**config.mk**
```make
export PLATFORM = sky130hd
export DESIGN_NAME = twst_top
export DESIGN_NICKNAME = d
export VERILOG_FILES = /design/src/hdl/twst_pkg.sv /design/src/hdl/twst_top.sv /design/src/hdl/twst_line_sampler.sv
export SDC_FILE = /design/constraint.sdc
export NUM_CORES = 1
export LEC_CHECK = 0
export ABC_AREA = 1
export BUFFER_PORTS_ARGS = -buffer_cell sky130_fd_sc_hd__clkbuf_2
export CORE_MARGIN = 2
export CORE_UTILIZATION = 50
export DETAILED_ROUTE_END_ITERATION = 6
export MAX_ROUTING_LAYER = met4
export PLACE_DENSITY = 0.83
export SYNTH_ARGS = -nofsm -noshare
export SYNTH_HDL_FRONTEND = slang
export SYNTH_HIERARCHICAL = 1
export SYNTH_SLANG_ARGS = --single-unit
```
**constraint.sdc**
```tcl
create_clock -name i_clk -period 1.9 [get_ports i_clk]
set_clock_uncertainty 0.1 [all_clocks]
set_input_delay 0.475 -clock i_clk [delete_from_list [all_inputs] [get_ports i_clk]]
set_output_delay 0.475 -clock i_clk [all_outputs]
set_load 0.02 [all_outputs]
```
**src/hdl/twst_pkg.sv**
```systemverilog
// Package with constants and types of the two-wire slave transmitter block.
`default_nettype none

package twst_pkg;

  // ----------------------------------------------------------------
  // Register byte addresses
  // ----------------------------------------------------------------
  localparam logic [7:0] OFS_OWN_ADDRESS = 8'h00;
  localparam logic [7:0] OFS_BUS_CONTROL = 8'h04;
  localparam logic [7:0] OFS_BUS_STATUS  = 8'h08;
  localparam logic [7:0] OFS_SHIFT_DATA  = 8'h0c;

  // ----------------------------------------------------------------
  // Control field positions and reset values
  // ----------------------------------------------------------------
  localparam int BIT_EVENT_FLAG  = 7;
  localparam int BIT_ACK_ENABLE  = 6;
  localparam int BIT_BEGIN_REQ   = 5;
  localparam int BIT_END_REQ     = 4;
  localparam int BIT_IF_ENABLE   = 2;
  localparam int BIT_BROADCAST   = 0;
  localparam logic [7:0] RST_OWN_ADDRESS = 8'h00;
  localparam logic [7:0] RST_SHIFT_DATA  = 8'hff;
  localparam logic [7:0] BROADCAST_ADDRESS = 8'h00;

  // ----------------------------------------------------------------
  // Status codes
  // ----------------------------------------------------------------
  localparam logic [7:0] ST_OWN_READ   = 8'ha8;
  localparam logic [7:0] ST_LOST_READ  = 8'hb0;
  localparam logic [7:0] ST_DATA_ACK   = 8'hb8;
  localparam logic [7:0] ST_DATA_NACK  = 8'hc0;
  localparam logic [7:0] ST_LAST_ACK   = 8'hc8;
  localparam logic [7:0] ST_NO_INFO    = 8'hf8;
  localparam logic [7:0] ST_BUS_ERROR  = 8'h00;

  localparam logic [3:0] BITS_PER_BYTE = 4'h8;

  // Synchronised bus line levels and the events found on them.
  typedef struct packed {
    logic scl;
    logic sda;
    logic scl_rise;
    logic scl_fall;
    logic start;
    logic stop;
  } twst_line_type;

endpackage : twst_pkg

`default_nettype wire

```
**src/hdl/twst_top.sv**
```systemverilog
// Two-wire slave transmitter with bus-error handling and a Wishbone register port.
//
// Local design decisions: the Wishbone register port and the register offsets.
`default_nettype none

module twst_top
#(
  parameter int ADR_W = 8
)
(
  input  wire logic             i_clk,
  input  wire logic             i_arst_n,
  input  wire logic             i_ce,
  input  wire logic             i_wb_cyc,
  input  wire logic             i_wb_stb,
  input  wire logic             i_wb_we,
  input  wire logic [ADR_W-1:0] i_wb_adr,
  input  wire logic [3:0]       i_wb_sel,
  input  wire logic [31:0]      i_wb_dat,
  output logic                  o_wb_ack,
  output logic [31:0]           o_wb_dat,
  input  wire logic             i_scl,
  input  wire logic             i_sda,
  output logic                  o_scl_oe_n,
  output logic                  o_sda_oe_n,
  output logic                  o_scl_out,
  output logic                  o_sda_out,
  input  wire logic             i_arb_lost,
  output logic                  o_enter_slave_rx,
  output logic                  o_send_start
);
  import twst_pkg::*;

  // The decoder reads eight address bits, so a narrower bus cannot be served.
  if (ADR_W < 8)
  begin : g_adr_w_check
    $error("ADR_W must be at least eight");
  end

  typedef enum logic [6:0] {
    S_IDLE     = 7'h01,
    S_ADDR     = 7'h02,
    S_ADDR_ACK = 7'h04,
    S_TX_WAIT  = 7'h08,
    S_TX_BIT   = 7'h10,
    S_TX_ACK   = 7'h20,
    S_ERROR    = 7'h40
  } twst_state_type;

  twst_line_type  line;
  twst_state_type state_ff, nxt_state;
  logic [7:0]     own_ff, nxt_own;
  logic [7:0]     data_ff, nxt_data;
  logic [7:0]     shift_ff, nxt_shift;
  logic [7:0]     status_ff, nxt_status;
  logic [3:0]     bit_ff, nxt_bit;
  logic           en_ff, nxt_en;
  logic           ack_en_ff, nxt_ack_en;
  logic           beg_ff, nxt_beg;
  logic           end_ff, nxt_end;
  logic           flag_ff, nxt_flag;
  logic           last_ff, nxt_last;
  logic           sda_low_ff, nxt_sda_low;
  logic           lost_ff, nxt_lost;
  logic           busy_ff, nxt_busy;
  logic           pend_ff, nxt_pend;
  logic           start_ff, nxt_start;
  logic           rx_ff, nxt_rx;
  logic           ack_ff, nxt_ack;
  logic [31:0]    rdat_ff, nxt_rdat;
  logic           wb_req, wb_take, ctl_wr, ctl_clear;
  logic           hw_set, addr_done, own_hit, gc_hit, illegal, bus_err;
  logic [7:0]     status_view, wbyte;

  twst_line_sampler u_sampler
  (
    .i_clk    (i_clk),
    .i_arst_n (i_arst_n),
    .i_ce     (i_ce),
    .i_scl    (i_scl),
    .i_sda    (i_sda),
    .o_line   (line)
  );

  // ----------------------------------------------------------------
  // Register port
  // ----------------------------------------------------------------
  // Writes take effect on the edge where the master samples ack high.
  assign wb_req      = i_wb_cyc && i_wb_stb;
  assign wb_take     = wb_req && ack_ff;
  assign wbyte       = i_wb_dat[7:0];
  assign ctl_wr      = wb_take && i_wb_we && i_wb_sel[0]
                       && (i_wb_adr[7:0] == OFS_BUS_CONTROL);
  assign ctl_clear   = ctl_wr && wbyte[BIT_EVENT_FLAG];
  assign status_view = flag_ff ? status_ff : ST_NO_INFO;

  always_comb
  begin
    nxt_ack  = ack_ff;
    nxt_rdat = rdat_ff;
    if (i_ce)
    begin
      nxt_ack  = wb_req && !ack_ff;
      nxt_rdat = 32'h0000_0000;
      case (i_wb_adr[7:0])
        OFS_OWN_ADDRESS: nxt_rdat[7:0] = own_ff;
        OFS_BUS_CONTROL: nxt_rdat[7:0] = {flag_ff, ack_en_ff, beg_ff, end_ff,
                                          1'b0, en_ff, 2'b00};
        OFS_BUS_STATUS:  nxt_rdat[7:0] = status_view;
        OFS_SHIFT_DATA:  nxt_rdat[7:0] = data_ff;
        default:         nxt_rdat      = 32'h0000_0000;
      endcase
    end
  end

  // ----------------------------------------------------------------
  // Address match
  // ----------------------------------------------------------------
  assign addr_done = (state_ff == S_ADDR) && line.scl_fall && (bit_ff == BITS_PER_BYTE);
  assign own_hit   = (shift_ff[7:1] == own_ff[7:1]) && ack_en_ff;
  assign gc_hit    = (shift_ff[7:1] == BROADCAST_ADDRESS[7:1]) && own_ff[BIT_BROADCAST]
                     && ack_en_ff && !shift_ff[0];
  assign illegal   = ((state_ff == S_ADDR) && (bit_ff != 4'h0))
                     || (state_ff == S_ADDR_ACK) || (state_ff == S_TX_BIT)
                     || (state_ff == S_TX_ACK);
  assign bus_err   = en_ff && (line.start || line.stop) && illegal;

  // ----------------------------------------------------------------
  // Protocol engine
  // ----------------------------------------------------------------
  always_comb
  begin
    nxt_state   = state_ff;
    nxt_own     = own_ff;
    nxt_data    = data_ff;
    nxt_shift   = shift_ff;
    nxt_status  = status_ff;
    nxt_bit     = bit_ff;
    nxt_en      = en_ff;
    nxt_ack_en  = ack_en_ff;
    nxt_beg     = beg_ff;
    nxt_end     = end_ff;
    nxt_last    = last_ff;
    nxt_sda_low = sda_low_ff;
    nxt_lost    = lost_ff;
    nxt_busy    = busy_ff;
    nxt_pend    = pend_ff;
    nxt_start   = 1'b0;
    nxt_rx      = 1'b0;
    hw_set      = 1'b0;
    nxt_flag    = flag_ff;
    if (i_ce)
    begin
      if (wb_take && i_wb_we && i_wb_sel[0] && (i_wb_adr[7:0] == OFS_OWN_ADDRESS))
        nxt_own = wbyte;
      if (wb_take && i_wb_we && i_wb_sel[0] && (i_wb_adr[7:0] == OFS_SHIFT_DATA))
        nxt_data = wbyte;
      if (ctl_wr)
      begin
        nxt_en     = wbyte[BIT_IF_ENABLE];
        nxt_ack_en = wbyte[BIT_ACK_ENABLE];
        nxt_beg    = wbyte[BIT_BEGIN_REQ];
        nxt_end    = wbyte[BIT_END_REQ];
      end
      if (line.start)
        nxt_busy = 1'b1;
      if (line.stop)
        nxt_busy = 1'b0;
      // A queued START waits for the bus to go free; the master side takes the pulse.
      if (pend_ff && !busy_ff)
      begin
        nxt_start = 1'b1;
        nxt_pend  = 1'b0;
      end
      case (state_ff)
        S_IDLE: ;
        S_ADDR:
        begin
          if (line.scl_rise)
          begin
            nxt_shift = {shift_ff[6:0], line.sda};
            nxt_bit   = bit_ff + 4'h1;
          end
          if (addr_done)
          begin
            nxt_state = S_IDLE;
            if (own_hit && shift_ff[0])
            begin
              nxt_state   = S_ADDR_ACK;
              nxt_sda_low = 1'b1;
            end
            else if (own_hit || gc_hit)
              nxt_rx = 1'b1;
          end
        end
        S_ADDR_ACK:
        begin
          if (line.scl_fall)
          begin
            nxt_sda_low = 1'b0;
            hw_set      = 1'b1;
            nxt_status  = lost_ff ? ST_LOST_READ : ST_OWN_READ;
            nxt_lost    = 1'b0;
            nxt_state   = S_TX_WAIT;
          end
        end
        S_TX_WAIT:
        begin
          if (ctl_clear)
          begin
            nxt_shift   = data_ff;
            nxt_sda_low = !data_ff[7];
            nxt_last    = !wbyte[BIT_ACK_ENABLE];
            nxt_bit     = 4'h0;
            nxt_state   = S_TX_BIT;
          end
        end
        S_TX_BIT:
        begin
          if (line.scl_fall)
          begin
            nxt_bit = bit_ff + 4'h1;
            if (bit_ff == BITS_PER_BYTE - 4'h1)
            begin
              nxt_sda_low = 1'b0;
              nxt_state   = S_TX_ACK;
            end
            else
            begin
              nxt_shift   = {shift_ff[6:0], 1'b1};
              nxt_sda_low = !shift_ff[6];
            end
          end
        end
        S_TX_ACK:
        begin
          if (line.scl_rise)
            nxt_shift[0] = line.sda;
          if (line.scl_fall)
          begin
            hw_set    = 1'b1;
            nxt_state = S_IDLE;
            if (shift_ff[0])
              nxt_status = ST_DATA_NACK;
            else if (last_ff)
              nxt_status = ST_LAST_ACK;
            else
            begin
              nxt_status = ST_DATA_ACK;
              nxt_state  = S_TX_WAIT;
            end
          end
        end
        S_ERROR:
        begin
          if (ctl_clear && wbyte[BIT_END_REQ])
          begin
            nxt_state = S_IDLE;
            nxt_end   = 1'b0;
          end
        end
        default: nxt_state = S_IDLE;
      endcase
      // Recognition after C0h/C8h follows the ack enable bit written with the clear.
      if (ctl_clear && flag_ff && wbyte[BIT_BEGIN_REQ]
          && ((status_ff == ST_DATA_NACK) || (status_ff == ST_LAST_ACK)))
        nxt_pend = 1'b1;
      if (bus_err)
      begin
        hw_set      = 1'b1;
        nxt_status  = ST_BUS_ERROR;
        nxt_state   = S_ERROR;
        nxt_sda_low = 1'b0;
      end
      else if (en_ff && line.start && (state_ff != S_ERROR))
      begin
        nxt_state   = S_ADDR;
        nxt_bit     = 4'h0;
        nxt_sda_low = 1'b0;
      end
      else if (en_ff && line.stop && (state_ff != S_ERROR))
      begin
        nxt_state   = S_IDLE;
        nxt_sda_low = 1'b0;
        nxt_lost    = 1'b0;
      end
      // A loss reported in the cycle that consumes the old one must not be dropped.
      if (i_arb_lost)
        nxt_lost = 1'b1;
      // A hardware event in the same cycle as a software clear keeps the flag set.
      if (hw_set)
        nxt_flag = 1'b1;
      else if (ctl_clear)
        nxt_flag = 1'b0;
      if (!en_ff)
      begin
        nxt_state   = S_IDLE;
        nxt_sda_low = 1'b0;
      end
    end
  end

  always_ff @(posedge i_clk or negedge i_arst_n)
  begin
    if (!i_arst_n)
    begin
      state_ff   <= S_IDLE;
      own_ff     <= RST_OWN_ADDRESS;
      data_ff    <= RST_SHIFT_DATA;
      shift_ff   <= RST_SHIFT_DATA;
      status_ff  <= ST_NO_INFO;
      bit_ff     <= 4'h0;
      en_ff      <= 1'b0;
      ack_en_ff  <= 1'b0;
      beg_ff     <= 1'b0;
      end_ff     <= 1'b0;
      flag_ff    <= 1'b0;
      last_ff    <= 1'b0;
      sda_low_ff <= 1'b0;
      lost_ff    <= 1'b0;
      busy_ff    <= 1'b0;
      pend_ff    <= 1'b0;
      start_ff   <= 1'b0;
      rx_ff      <= 1'b0;
      ack_ff     <= 1'b0;
      rdat_ff    <= 32'h0000_0000;
    end
    else
    begin
      state_ff   <= nxt_state;
      own_ff     <= nxt_own;
      data_ff    <= nxt_data;
      shift_ff   <= nxt_shift;
      status_ff  <= nxt_status;
      bit_ff     <= nxt_bit;
      en_ff      <= nxt_en;
      ack_en_ff  <= nxt_ack_en;
      beg_ff     <= nxt_beg;
      end_ff     <= nxt_end;
      flag_ff    <= nxt_flag;
      last_ff    <= nxt_last;
      sda_low_ff <= nxt_sda_low;
      lost_ff    <= nxt_lost;
      busy_ff    <= nxt_busy;
      pend_ff    <= nxt_pend;
      start_ff   <= nxt_start;
      rx_ff      <= nxt_rx;
      ack_ff     <= nxt_ack;
      rdat_ff    <= nxt_rdat;
    end
  end

  // ----------------------------------------------------------------
  // Outputs
  // ----------------------------------------------------------------
  // The clock line is held low only while software owes the next byte.
  assign o_scl_oe_n       = !(flag_ff && (state_ff == S_TX_WAIT));
  assign o_sda_oe_n       = !sda_low_ff;
  assign o_scl_out        = 1'b0;
  assign o_sda_out        = 1'b0;
  assign o_wb_ack         = ack_ff;
  assign o_wb_dat         = rdat_ff;
  assign o_enter_slave_rx = rx_ff;
  assign o_send_start     = start_ff;
endmodule // twst_top

`default_nettype wire

```
**src/hdl/twst_line_sampler.sv**
```systemverilog
// Synchroniser and edge, START and STOP finder for the two bus lines.
`default_nettype none

module twst_line_sampler
(
  input  wire logic                    i_clk,
  input  wire logic                    i_arst_n,
  input  wire logic                    i_ce,
  input  wire logic                    i_scl,
  input  wire logic                    i_sda,
  output var  twst_pkg::twst_line_type o_line
);
  import twst_pkg::*;

  logic [1:0] meta_ff;
  logic [1:0] sync_ff;
  logic [1:0] prev_ff;
  logic [1:0] nxt_meta;
  logic [1:0] nxt_sync;
  logic [1:0] nxt_prev;

  // ----------------------------------------------------------------
  // Two-stage synchroniser, then a delayed copy for edge finding
  // ----------------------------------------------------------------
  always_comb
  begin
    nxt_meta = meta_ff;
    nxt_sync = sync_ff;
    nxt_prev = prev_ff;
    if (i_ce)
    begin
      nxt_meta = {i_scl, i_sda};
      nxt_sync = meta_ff;
      nxt_prev = sync_ff;
    end
  end

  always_ff @(posedge i_clk or negedge i_arst_n)
  begin
    if (!i_arst_n)
    begin
      meta_ff <= 2'h3;
      sync_ff <= 2'h3;
      prev_ff <= 2'h3;
    end
    else
    begin
      meta_ff <= nxt_meta;
      sync_ff <= nxt_sync;
      prev_ff <= nxt_prev;
    end
  end

  // Conditions are only taken while the clock line stays high on both samples.
  always_comb
  begin
    o_line.scl      = sync_ff[1];
    o_line.sda      = sync_ff[0];
    o_line.scl_rise = sync_ff[1] && !prev_ff[1];
    o_line.scl_fall = !sync_ff[1] && prev_ff[1];
    o_line.start    = sync_ff[1] && prev_ff[1] && !sync_ff[0] && prev_ff[0];
    o_line.stop     = sync_ff[1] && prev_ff[1] && sync_ff[0] && !prev_ff[0];
  end

endmodule // twst_line_sampler

`default_nettype wire

```
* Word-level counts from Yosys, hierarchy flattened
Index checks and enable logic that the tools add are counted.
** Cells by class
- Add/sub/neg operators :: 1
- Eq/ne operators :: 33
- Muxes and demuxes :: 74
- Reductions and logical operators :: 76
** Operators with widths (count)
- 7-bit two-way mux :: 12
- 8-bit two-way mux :: 9
- 7-bit case mux with 7 select lines :: 1
- 1-bit two-way mux :: 37
- 1-bit logical AND :: 36
- 8-bit case mux with 4 select lines :: 1
- 4-bit two-way mux :: 7
- 6-bit by 4-bit != test with 1-bit output (second input constant) :: 4
- 7-bit case mux with 3 select lines :: 1
- 8-bit by 4-bit == test with 1-bit output (second input constant) :: 2
- 8-bit == test (second input constant) :: 2
- 8-bit case mux with 2 select lines :: 1
- 7-bit AND reduction :: 2
- 1-bit logical NOT :: 12
- 6-bit by 3-bit != test with 1-bit output (second input constant) :: 2
- 6-bit != test (second input constant) :: 2
- 4-bit case mux with 3 select lines :: 1
- 2-bit AND reduction :: 6
- 2-bit != test (second input constant) :: 5
- 9-bit AND reduction :: 1
- 8-bit by 3-bit == test with 1-bit output (second input constant) :: 1
- 8-bit logical NOT :: 1
- 8-bit by 1-bit != test with 1-bit output (second input constant) :: 1
- 1-bit case mux with 4 select lines :: 2
- other kinds (25) :: 35
** Storage, ports and cells
- Register bits :: 70
- Input port bits :: 53
- Output and inout bits :: 39
- Word-level logic and storage cells :: 208

* Depth between registers and ports, before layout
Gate-level depths: netlist of run 1.
- Depth in word-level cells :: 13
- Mapped depth :: 14
- Mapped depth without buffers :: 14

* Modules after synthesis
The synthesis of run 1 kept the hierarchy.
** By module, submodules not included
- twst_top :: times used 1, cells each 501, area each 3868.7 µm², sequential area each 1554.0 µm²
- twst_line_sampler :: times used 1, cells each 36, area each 270.3 µm², sequential area each 157.7 µm²

* Worst setup path after synthesis of run 1
OpenSTA, ideal clock, no wires.
- Path kind :: register to register
- Start :: register u_sampler.sync_ff[1]
- End :: register state_ff[3]
- Arrival :: 1.672 ns
- Required time :: 1.683 ns
- Setup slack :: 0.012 ns
- Stages on the path, launching flop included :: 14
- Path buffers :: 0
- Cell sequence :: dfstp_2 nand2_1 nor2_1 inv_1 a21oi_4 o21ai_2 nand2_1 nor2_1 nand3_2 nand2_4 nor2_8 nand2_4 nand2_1 nand2_1
** RTL lines
- start, declared :: line twst_line_sampler.sv:16 : logic [1:0] sync_ff;
- start signal, assigned :: line twst_line_sampler.sv:49 : sync_ff <= nxt_sync;
- end signal, assigned :: line twst_top.sv:330 : state_ff <= nxt_state;
- end, declared :: line twst_top.sv:51 : twst_state_type state_ff, nxt_state;

* Final worst setup path of run 1
- Start :: register state_ff[1]
- End :: register state_ff[1]
** Between the ends
- Cells in the longest elaborated chain, start to end :: 8
** RTL lines
- 7-bit by 2-bit == test with 1-bit output :: line twst_top.sv:119, twst_top.sv:123, twst_top.sv:175
- 1-bit logical AND :: line twst_top.sv:123 : assign illegal = ((state_ff == S_ADDR) && (bit_ff != 4'h0))
- 1-bit logical OR (2 in a row) :: line twst_top.sv:124 : || (state_ff == S_ADDR_ACK) || (state_ff == S_TX_BIT)
- 1-bit logical OR :: line twst_top.sv:125 : || (state_ff == S_TX_ACK);
- 1-bit logical AND :: line twst_top.sv:126 : assign bus_err = en_ff && (line.start || line.stop) && illegal;
- 6-bit != test (no line) (tied with other cells)
- 9-bit AND reduction (no line) or 7-bit two-way mux (tied branches)
Parallel ways exist; a longest one is shown, timed or not.
A chain may end at the register's enable or synchronous reset.

==> results of run 1 <==
## per-layer routing
layer	part of all wire [%]	routed length [um]
met1	38	4642
met3	8.4	1034
met5	0	0
met2	48	5928
met4	6.1	752
## registers in the layout, summed over array words and instances, names as in the netlist, 2 cells and up
signal and count:
u_sampler/prev_ff 2, status_ff 5, bit_ff 4, u_sampler/meta_ff 2
data_ff 8, state_ff 7, shift_ff 8, u_sampler/sync_ff 2
o_wb_dat 8, own_ff 8
## cell usage in the layout (no fill, tap or decap), drive strengths merged, types with 2 or more instances in the layout
| cell type | netlist | final |
|---|---|---|
| nand2 | 148 | 148 |
| inv | 76 | 76 |
| buf | 33 | 75 |
| o21ai | 65 | 65 |
| nor2 | 47 | 48 |
| clkbuf | 4 | 47 |
| dfrtp | 39 | 39 |
| nand3 | 31 | 31 |
| dfstp | 28 | 28 |
| conb | 1 | 26 |
| a21oi | 14 | 14 |
| nor3 | 10 | 10 |
| nand4 | 8 | 8 |
| xnor2 | 6 | 6 |
| o211ai | 4 | 4 |
| o2bb2ai | 3 | 3 |
| o22ai | 3 | 3 |
| a211oi | 3 | 3 |
| xor2 | 2 | 2 |
| a32o | 2 | 2 |
| ha | 2 | 2 |
| clkinv | 0 | 2 |
| bufinv | 0 | 2 |
| nor4 | 2 | 2 |
## worst max-delay path by stage
stage / cells past startpoint / from / to / slack, ns
6_report: 13 / state_ff[1] / state_ff[1] / -0.20
3_3_place_gp: 13 / i_wb_adr[7] / state_ff[2] / -0.1
2_1_floorplan: 13 / u_sampler/sync_ff[1] / state_ff[3] / 0.01
5_1_grt: 13 / state_ff[1] / state_ff[1] / -0.28
3_5_place_dp: 13 / i_wb_adr[1] / state_ff[3] / -0.13
4_1_cts: 6 / state_ff[1] / o_scl_oe_n / -0.13
## stage by stage
step                      utilization (%)  cell area [sq um]  worst slack (ns)  power (mW)  hold slack (ns)
after detailed placement            57.79               4701           -0.1308       1.895           0.3528
final                               66.42               5403           -0.1987       3.354          0.01721
after global routing                66.42               5403           -0.2782       3.461          0.05755
after CTS                           63.56               5170           -0.1276       3.300          0.04770
after floorplan                         -               4233           0.01177       1.760          0.07941
after global placement              57.79               4701          -0.09595       1.882           0.3486
## layout make-up
class,count,area (sq um)
Clock inverter,5,85.08
Fill cell,569,2731
Tap cell,105,131.4
Clock buffer,11,151.4
Multi-Input combinational cell,383,2221
Timing Repair Buffer,111,808.3
Inverter,76,292.8
Sequential cell,67,1713
## report_power, final
group | switching [mW] | internal, mW | leakage, nW | total [mW]
registers | 0.0290 | 1.48 | 0.823 | 1.51
logic | 0.264 | 0.157 | 1.65 | 0.420
clock network | 0.609 | 0.815 | 0.116 | 1.42
## cell usage after synthesis, types with 8 or more instances
| cell type | n | area share (%) |
|---|---|---|
| dfrtp_1 | 39 | 24 |
| o21ai_0 | 43 | 5.2 |
| nand3_1 | 25 | 3.0 |
| nand4_1 | 8 | 1.2 |
| nor3_1 | 8 | 0.97 |
| inv_1 | 64 | 5.8 |
| dfstp_2 | 28 | 18 |
| nand2_1 | 142 | 13 |
| inv_2 | 12 | 1.1 |
| buf_4 | 27 | 4.9 |
| o21ai_1 | 19 | 2.3 |
| nor2_1 | 33 | 3.0 |
| a21oi_1 | 12 | 1.5 |
## kinds of logic after synthesis
| kind of cell | after synthesis | synth area share (%) |
|---|---|---|
| AO/OA/AOI/OAI | 99 | 14.00 |
| flip-flops | 67 | 41.35 |
| AND/OR/NAND/NOR | 247 | 29.23 |
| XOR/XNOR | 8 | 1.693 |
| other | 1 | 0.09060 |
| buffers and inverters | 113 | 13.03 |
| adder cells (fa/ha/maj) | 2 | 0.6045 |
## repair_timing
| item | CTS | global route |
|---|---|---|
| pin swaps | 9 | 16 |
| resized for setup | 30 | 50 |
| buffers inserted | 15 | 8 |
| setup endpoints to repair | 18 | 28 |
| cloned | 1 | 0 |
==> flow_summary_export.csv, run 1 <==
group,metric,value,unit
outcome,run_status,"finished, violations left",
outcome,violations,"setup timing",
synth,synth.distinct_cells,44,
critical_path,r2r_end,"state_ff[1]",
clocking,cts.sinks,67,
power,p_leak,2.589,nW
clocking,cts.path.max_buffers,2,
power,irDropWorstVdd,0.2722,mV
die,io_pins,92,
cells_and_area,area_growth,30.53,%
grt,grt_pass1_vias,3968,
synth,ys_ff_latch,67,
timing,period_needed,2.099,ns
critical_path,start_kind,"flip-flop",
placement,gp_congestion,0.9306,
critical_path,path_common_cell,"nand2_2",
critical_path,cp_slowest_stage_delay,0.42,ns
grt,grt-ovfl-total,0,
critical_path,worstSetupPathType,"flip-flop to flip-flop",
cells_and_area,drive_above_1_share,37.52,%
critical_path,endpoint_kind,"flip-flop",
grt,grt_antenna_before_repair,0,
drt,route.detailed.drc,0,
placement,dp_hpwl,7.569,mm
cells_and_area,stdcell_count,758,
grt,top_usage_layer,"met2",
drt,routed_via_density,5.645,
critical_path,r2r-start,"state_ff[1]",
job,drv_cap,0,
timing,drv_slew,0,
critical_path,cp_max_fo,8,
synth,yosys_warnings,6,
die,fp-row-count,33,
grt,use_met2,42.91,%
drt,detail_route.iter0.violations,513,
timing,setup_violations,28,
critical_path,r2r_setup_slack,-0.20,ns
die,fp.dieH,94.99,um
drt,wirelength,12.36,mm
drt,first_pass_iters,5,
grt,track_usage,27.00,%
timing,fmax,476.5,MHz
clocking,cts_buffers,9,
grt,gr-usage-met3,3.272,%
critical_path,crit_slowest_cell,"dfrtp_1",
clocking,clockRootBuffer,"clkbuf_8",
synth,syn_inst,537,
clocking,htree_levels,3,
die,coreArea,0.008134,sq mm
cells_and_area,nNetsFinal,703,
drt,antenna_left,0,
die,die_x,94.99,um
cells_and_area,antennaDiodeCount,0,
timing,rsz0062_at_grt,"yes",
clocking,hold_buffers,0,
grt,grt_max_degree,68,
synth,avgSynthCellArea,7.708,sq um
critical_path,critPathBufInv,3,
grt,globalRouteMet1Util,33.64,%
critical_path,worstPathRequired,2.05,ns
placement,numPortBuffers,38,
die,initial_utilization,50.88,%
synth,ys_async_sr_fraction,100.0,%
synth,yosys_most_used_dff,"dfrtp_1",
clocking,cts.clk_slew.worst_paths,0.08,ns
grt,grt_pass1_wl,18.31,mm
synth,synth_edf_count,0,
drt,wl_per_cell,16.30,um
synth,ys_seq_area_share,41.35,%
critical_path,worstRegToRegCells,13,
critical_path,crit_family,"simple AND/OR/NAND/NOR gates",
min_path,min_path_type,"primary input to async pin",
timing,period_share,110.5,%
clocking,cts_tree,"yes",
placement,placedCellCount,718,
drt,num_vias,4279,
critical_path,arrival,2.25,ns
clocking,clock_latency,0.36,ns
power,power.density,620.7,mW/mm^2
timing,fin_setup_tns,-3.060,ns
synth,synthesis.area,0.004139,sq mm
die,die_area,0.009022,sq mm
timing,hold_violations,0,
critical_path,path_cells,"nor2_4 -> buf_6 -> nand2_8 -> nor2_4 -> inv_4 -> nand3_4 -> nand2_8 -> nand4_1 -> nand2_2 -> inv_4 -> nand2_4 -> nand2_2 -> nand2_2",
timing,worst_slack,-0.1987,ns
Note: power is estimated with default switching activity, not from simulation.
==> run 2, diff against run 1 <==
--- a/config.mk
+++ b/config.mk
@@ -12,6 +12,7 @@
 export DETAILED_ROUTE_END_ITERATION = 6
 export MAX_ROUTING_LAYER = met4
 export PLACE_DENSITY = 0.83
+export RECOVER_POWER = 100
 export SYNTH_ARGS = -nofsm -noshare
 export SYNTH_HDL_FRONTEND = slang
 export SYNTH_HIERARCHICAL = 1
==> run 2 against run 1 <==
  * The flow still finishes with violations (setup timing)
  * Count of clock-buffer cells in the layout unchanged
  * Utilization decreased by 0.28 points
  * Via count decreased by 0.47%
  * Sequential share of layout area increased by 0.13 points
  * Non-clock buffer count unchanged
  * Sequential power about the same
  * Flip-flop and latch count unchanged
  * Largest cell class unchanged
  * Largest power group unchanged
==> flow_summary_export.csv, run 2 (same netlist as run 1, synthesis figures left out) <==
group,metric,value,unit
drt,detail_route.iter0.violations,511,
power,p_leak,2.577,nW
cells_and_area,nNetsFinal,703,
critical_path,path_cells,"nor2_4 -> buf_6 -> nand2_8 -> nor2_4 -> inv_4 -> nand3_4 -> nand2_8 -> buf_4 -> o21ai_2 -> nand3_1 -> o21ai_1",
power,power.total,3.349,mW
min_path,min_from,"i_sda",
drt,first_pass_iters,5,
critical_path,crit_slowest_cell,"dfrtp_1",
grt,grt-ovfl-total,0,
cells_and_area,area_growth,29.99,%
job,drv_cap,0,
die,io_pins,92,
drt,routed_via_density,5.619,
grt,grt_max_degree,68,
min_path,hold_depth,3,
timing,fmax,476.2,MHz
critical_path,cp_slowest_stage_delay,0.42,ns
drt,num_vias,4259,
clocking,clock_latency,0.37,ns
clocking,cts_tree,"yes",
timing,drv_slew,0,
critical_path,r2r-start,"state_ff[1]",
grt,grt_pass1_wl,18.31,mm
die,die_x,94.99,um
drt,wirelength,12.41,mm
clocking,cts.sinks,67,
critical_path,cp_max_fo,7,
critical_path,worstRegToRegCells,11,
cells_and_area,antennaDiodeCount,0,
drt,wl_per_cell,16.37,um
timing,period_needed,2.100,ns
grt,track_usage,27.00,%
critical_path,r2r_end,"status_ff[3]",
outcome,violations,"setup timing",
drt,route.detailed.drc,0,
critical_path,arrival,2.28,ns
timing,slew_headroom,4.103,%
clocking,clockRootBuffer,"clkbuf_8",
timing,period_share,110.5,%
die,fp.dieH,94.99,um
timing,setup_violations,28,
timing,whs,0.1903,ns
critical_path,worstPathRequired,2.08,ns
placement,dp_hpwl,7.569,mm
critical_path,start_kind,"flip-flop",
clocking,htree_levels,3,
cells_and_area,drive_above_1_share,37.06,%
placement,preCtsSetupSlack,-0.1308,ns
power,power.density,622.5,mW/mm^2
min_path,hold_end,"u_sampler/meta_ff[0]",
drt,antenna_left,0,
power,irDropWorstVdd,0.2716,mV
critical_path,r2r_setup_slack,-0.20,ns
clocking,cts.clk_slew.worst_paths,0.09,ns
cells_and_area,layout_common_cells,"126 x nand2_1, 62 x buf_4, 60 x inv_1",
min_path,min_path_type,"primary input to flip-flop",
grt,grt_antenna_before_repair,0,
timing,hold_violations,0,
timing,rsz0062_at_grt,"yes",
critical_path,worstSetupPathType,"flip-flop to flip-flop",
placement,gp_congestion,0.9306,
timing,tightest_slew,1.438,ns
timing,worst_slack,-0.2001,ns
clocking,cts_buffers,9,
die,fp-row-count,33,
die,die_area,0.009022,sq mm
die,initial_utilization,50.88,%
grt,grt_pass1_vias,3968,
cells_and_area,mostFrequentLayoutCell,"nand2_1",
die,coreArea,0.008134,sq mm
clocking,cts.path.max_buffers,2,
outcome,run_status,"finished, violations left",
clocking,hold_buffers,0,
critical_path,endpoint_kind,"flip-flop",
placement,numPortBuffers,38,
## run 2: changes by cell type in the layout (fill, tap and decap cells not counted)
| cell | previous run | this run |
|---|---|---|
| buf_12 | 3 | 2 |
| buf_2 | 1 | 2 |
| buf_4 | 64 | 62 |
| clkbuf_1 | 0 | 2 |
| inv_1 | 59 | 60 |
| inv_2 | 14 | 13 |
## run 2: layout make-up
class	instances	area [sq um]
clock buffer	11	151.4
clock inverter	5	85.08
fill	575	2754
inverter	76	292.8
multi-input combinational	383	2221
sequential	67	1713
tap	105	131.4
timing repair buffer	111	785.8
## run 2: critical path: cells and delay by family, from the launching register on
family	cells	cell delay, ns
simple gates	6	0.81
flops	1	0.42
buf+inv	3	0.38
compound gates	2	0.31
## run 2: stage by stage
step | util (%) | std cells | instance area, sq um | TNS [ns]
floorplan | - | 562 | 4233 | 0
global placement | 57.79 | 718 | 4701 | -0.7683
detailed placement | 57.79 | 718 | 4701 | -1.767
CTS | 63.56 | 750 | 5170 | -0.7395
global route | 66.14 | 758 | 5380 | -5.520
finish | 66.14 | 758 | 5380 | -3.132
## run 2: metal layers
| metal | GRT usage (%) | wire [um] |
|---|---|---|
| met1 | 33.64 | 4682 |
| met2 | 42.91 | 5959 |
| met3 | 3.272 | 948 |
| met4 | 14.61 | 818 |
| met5 | - | 0 |
## run 2: worst max-delay path by stage
stage	from	endpoint	slack [ns]	cells after the start
after floorplan	u_sampler/sync_ff[1]	state_ff[3]	0.01	13
after global placement	i_wb_adr[7]	state_ff[2]	-0.1	13
after detailed placement	i_wb_adr[1]	state_ff[3]	-0.13	13
after CTS	state_ff[1]	o_scl_oe_n	-0.13	6
after global routing	state_ff[1]	state_ff[1]	-0.28	13
final	state_ff[1]	status_ff[3]	-0.20	11
## run 2: power breakdown
group          switching (mW)  leakage, nW  total [mW]  internal, mW
registers              0.0290        0.823        1.51          1.48
logic                   0.263         1.64       0.414         0.151
clock network           0.611        0.116        1.43         0.815
## run 2: what timing repair did
action | CTS | global route
cloned | 1 | 0
setup buffers | 15 | 8
endpoints found under the setup margin | 18 | 28
pin swaps | 9 | 16
gates resized for setup | 30 | 50
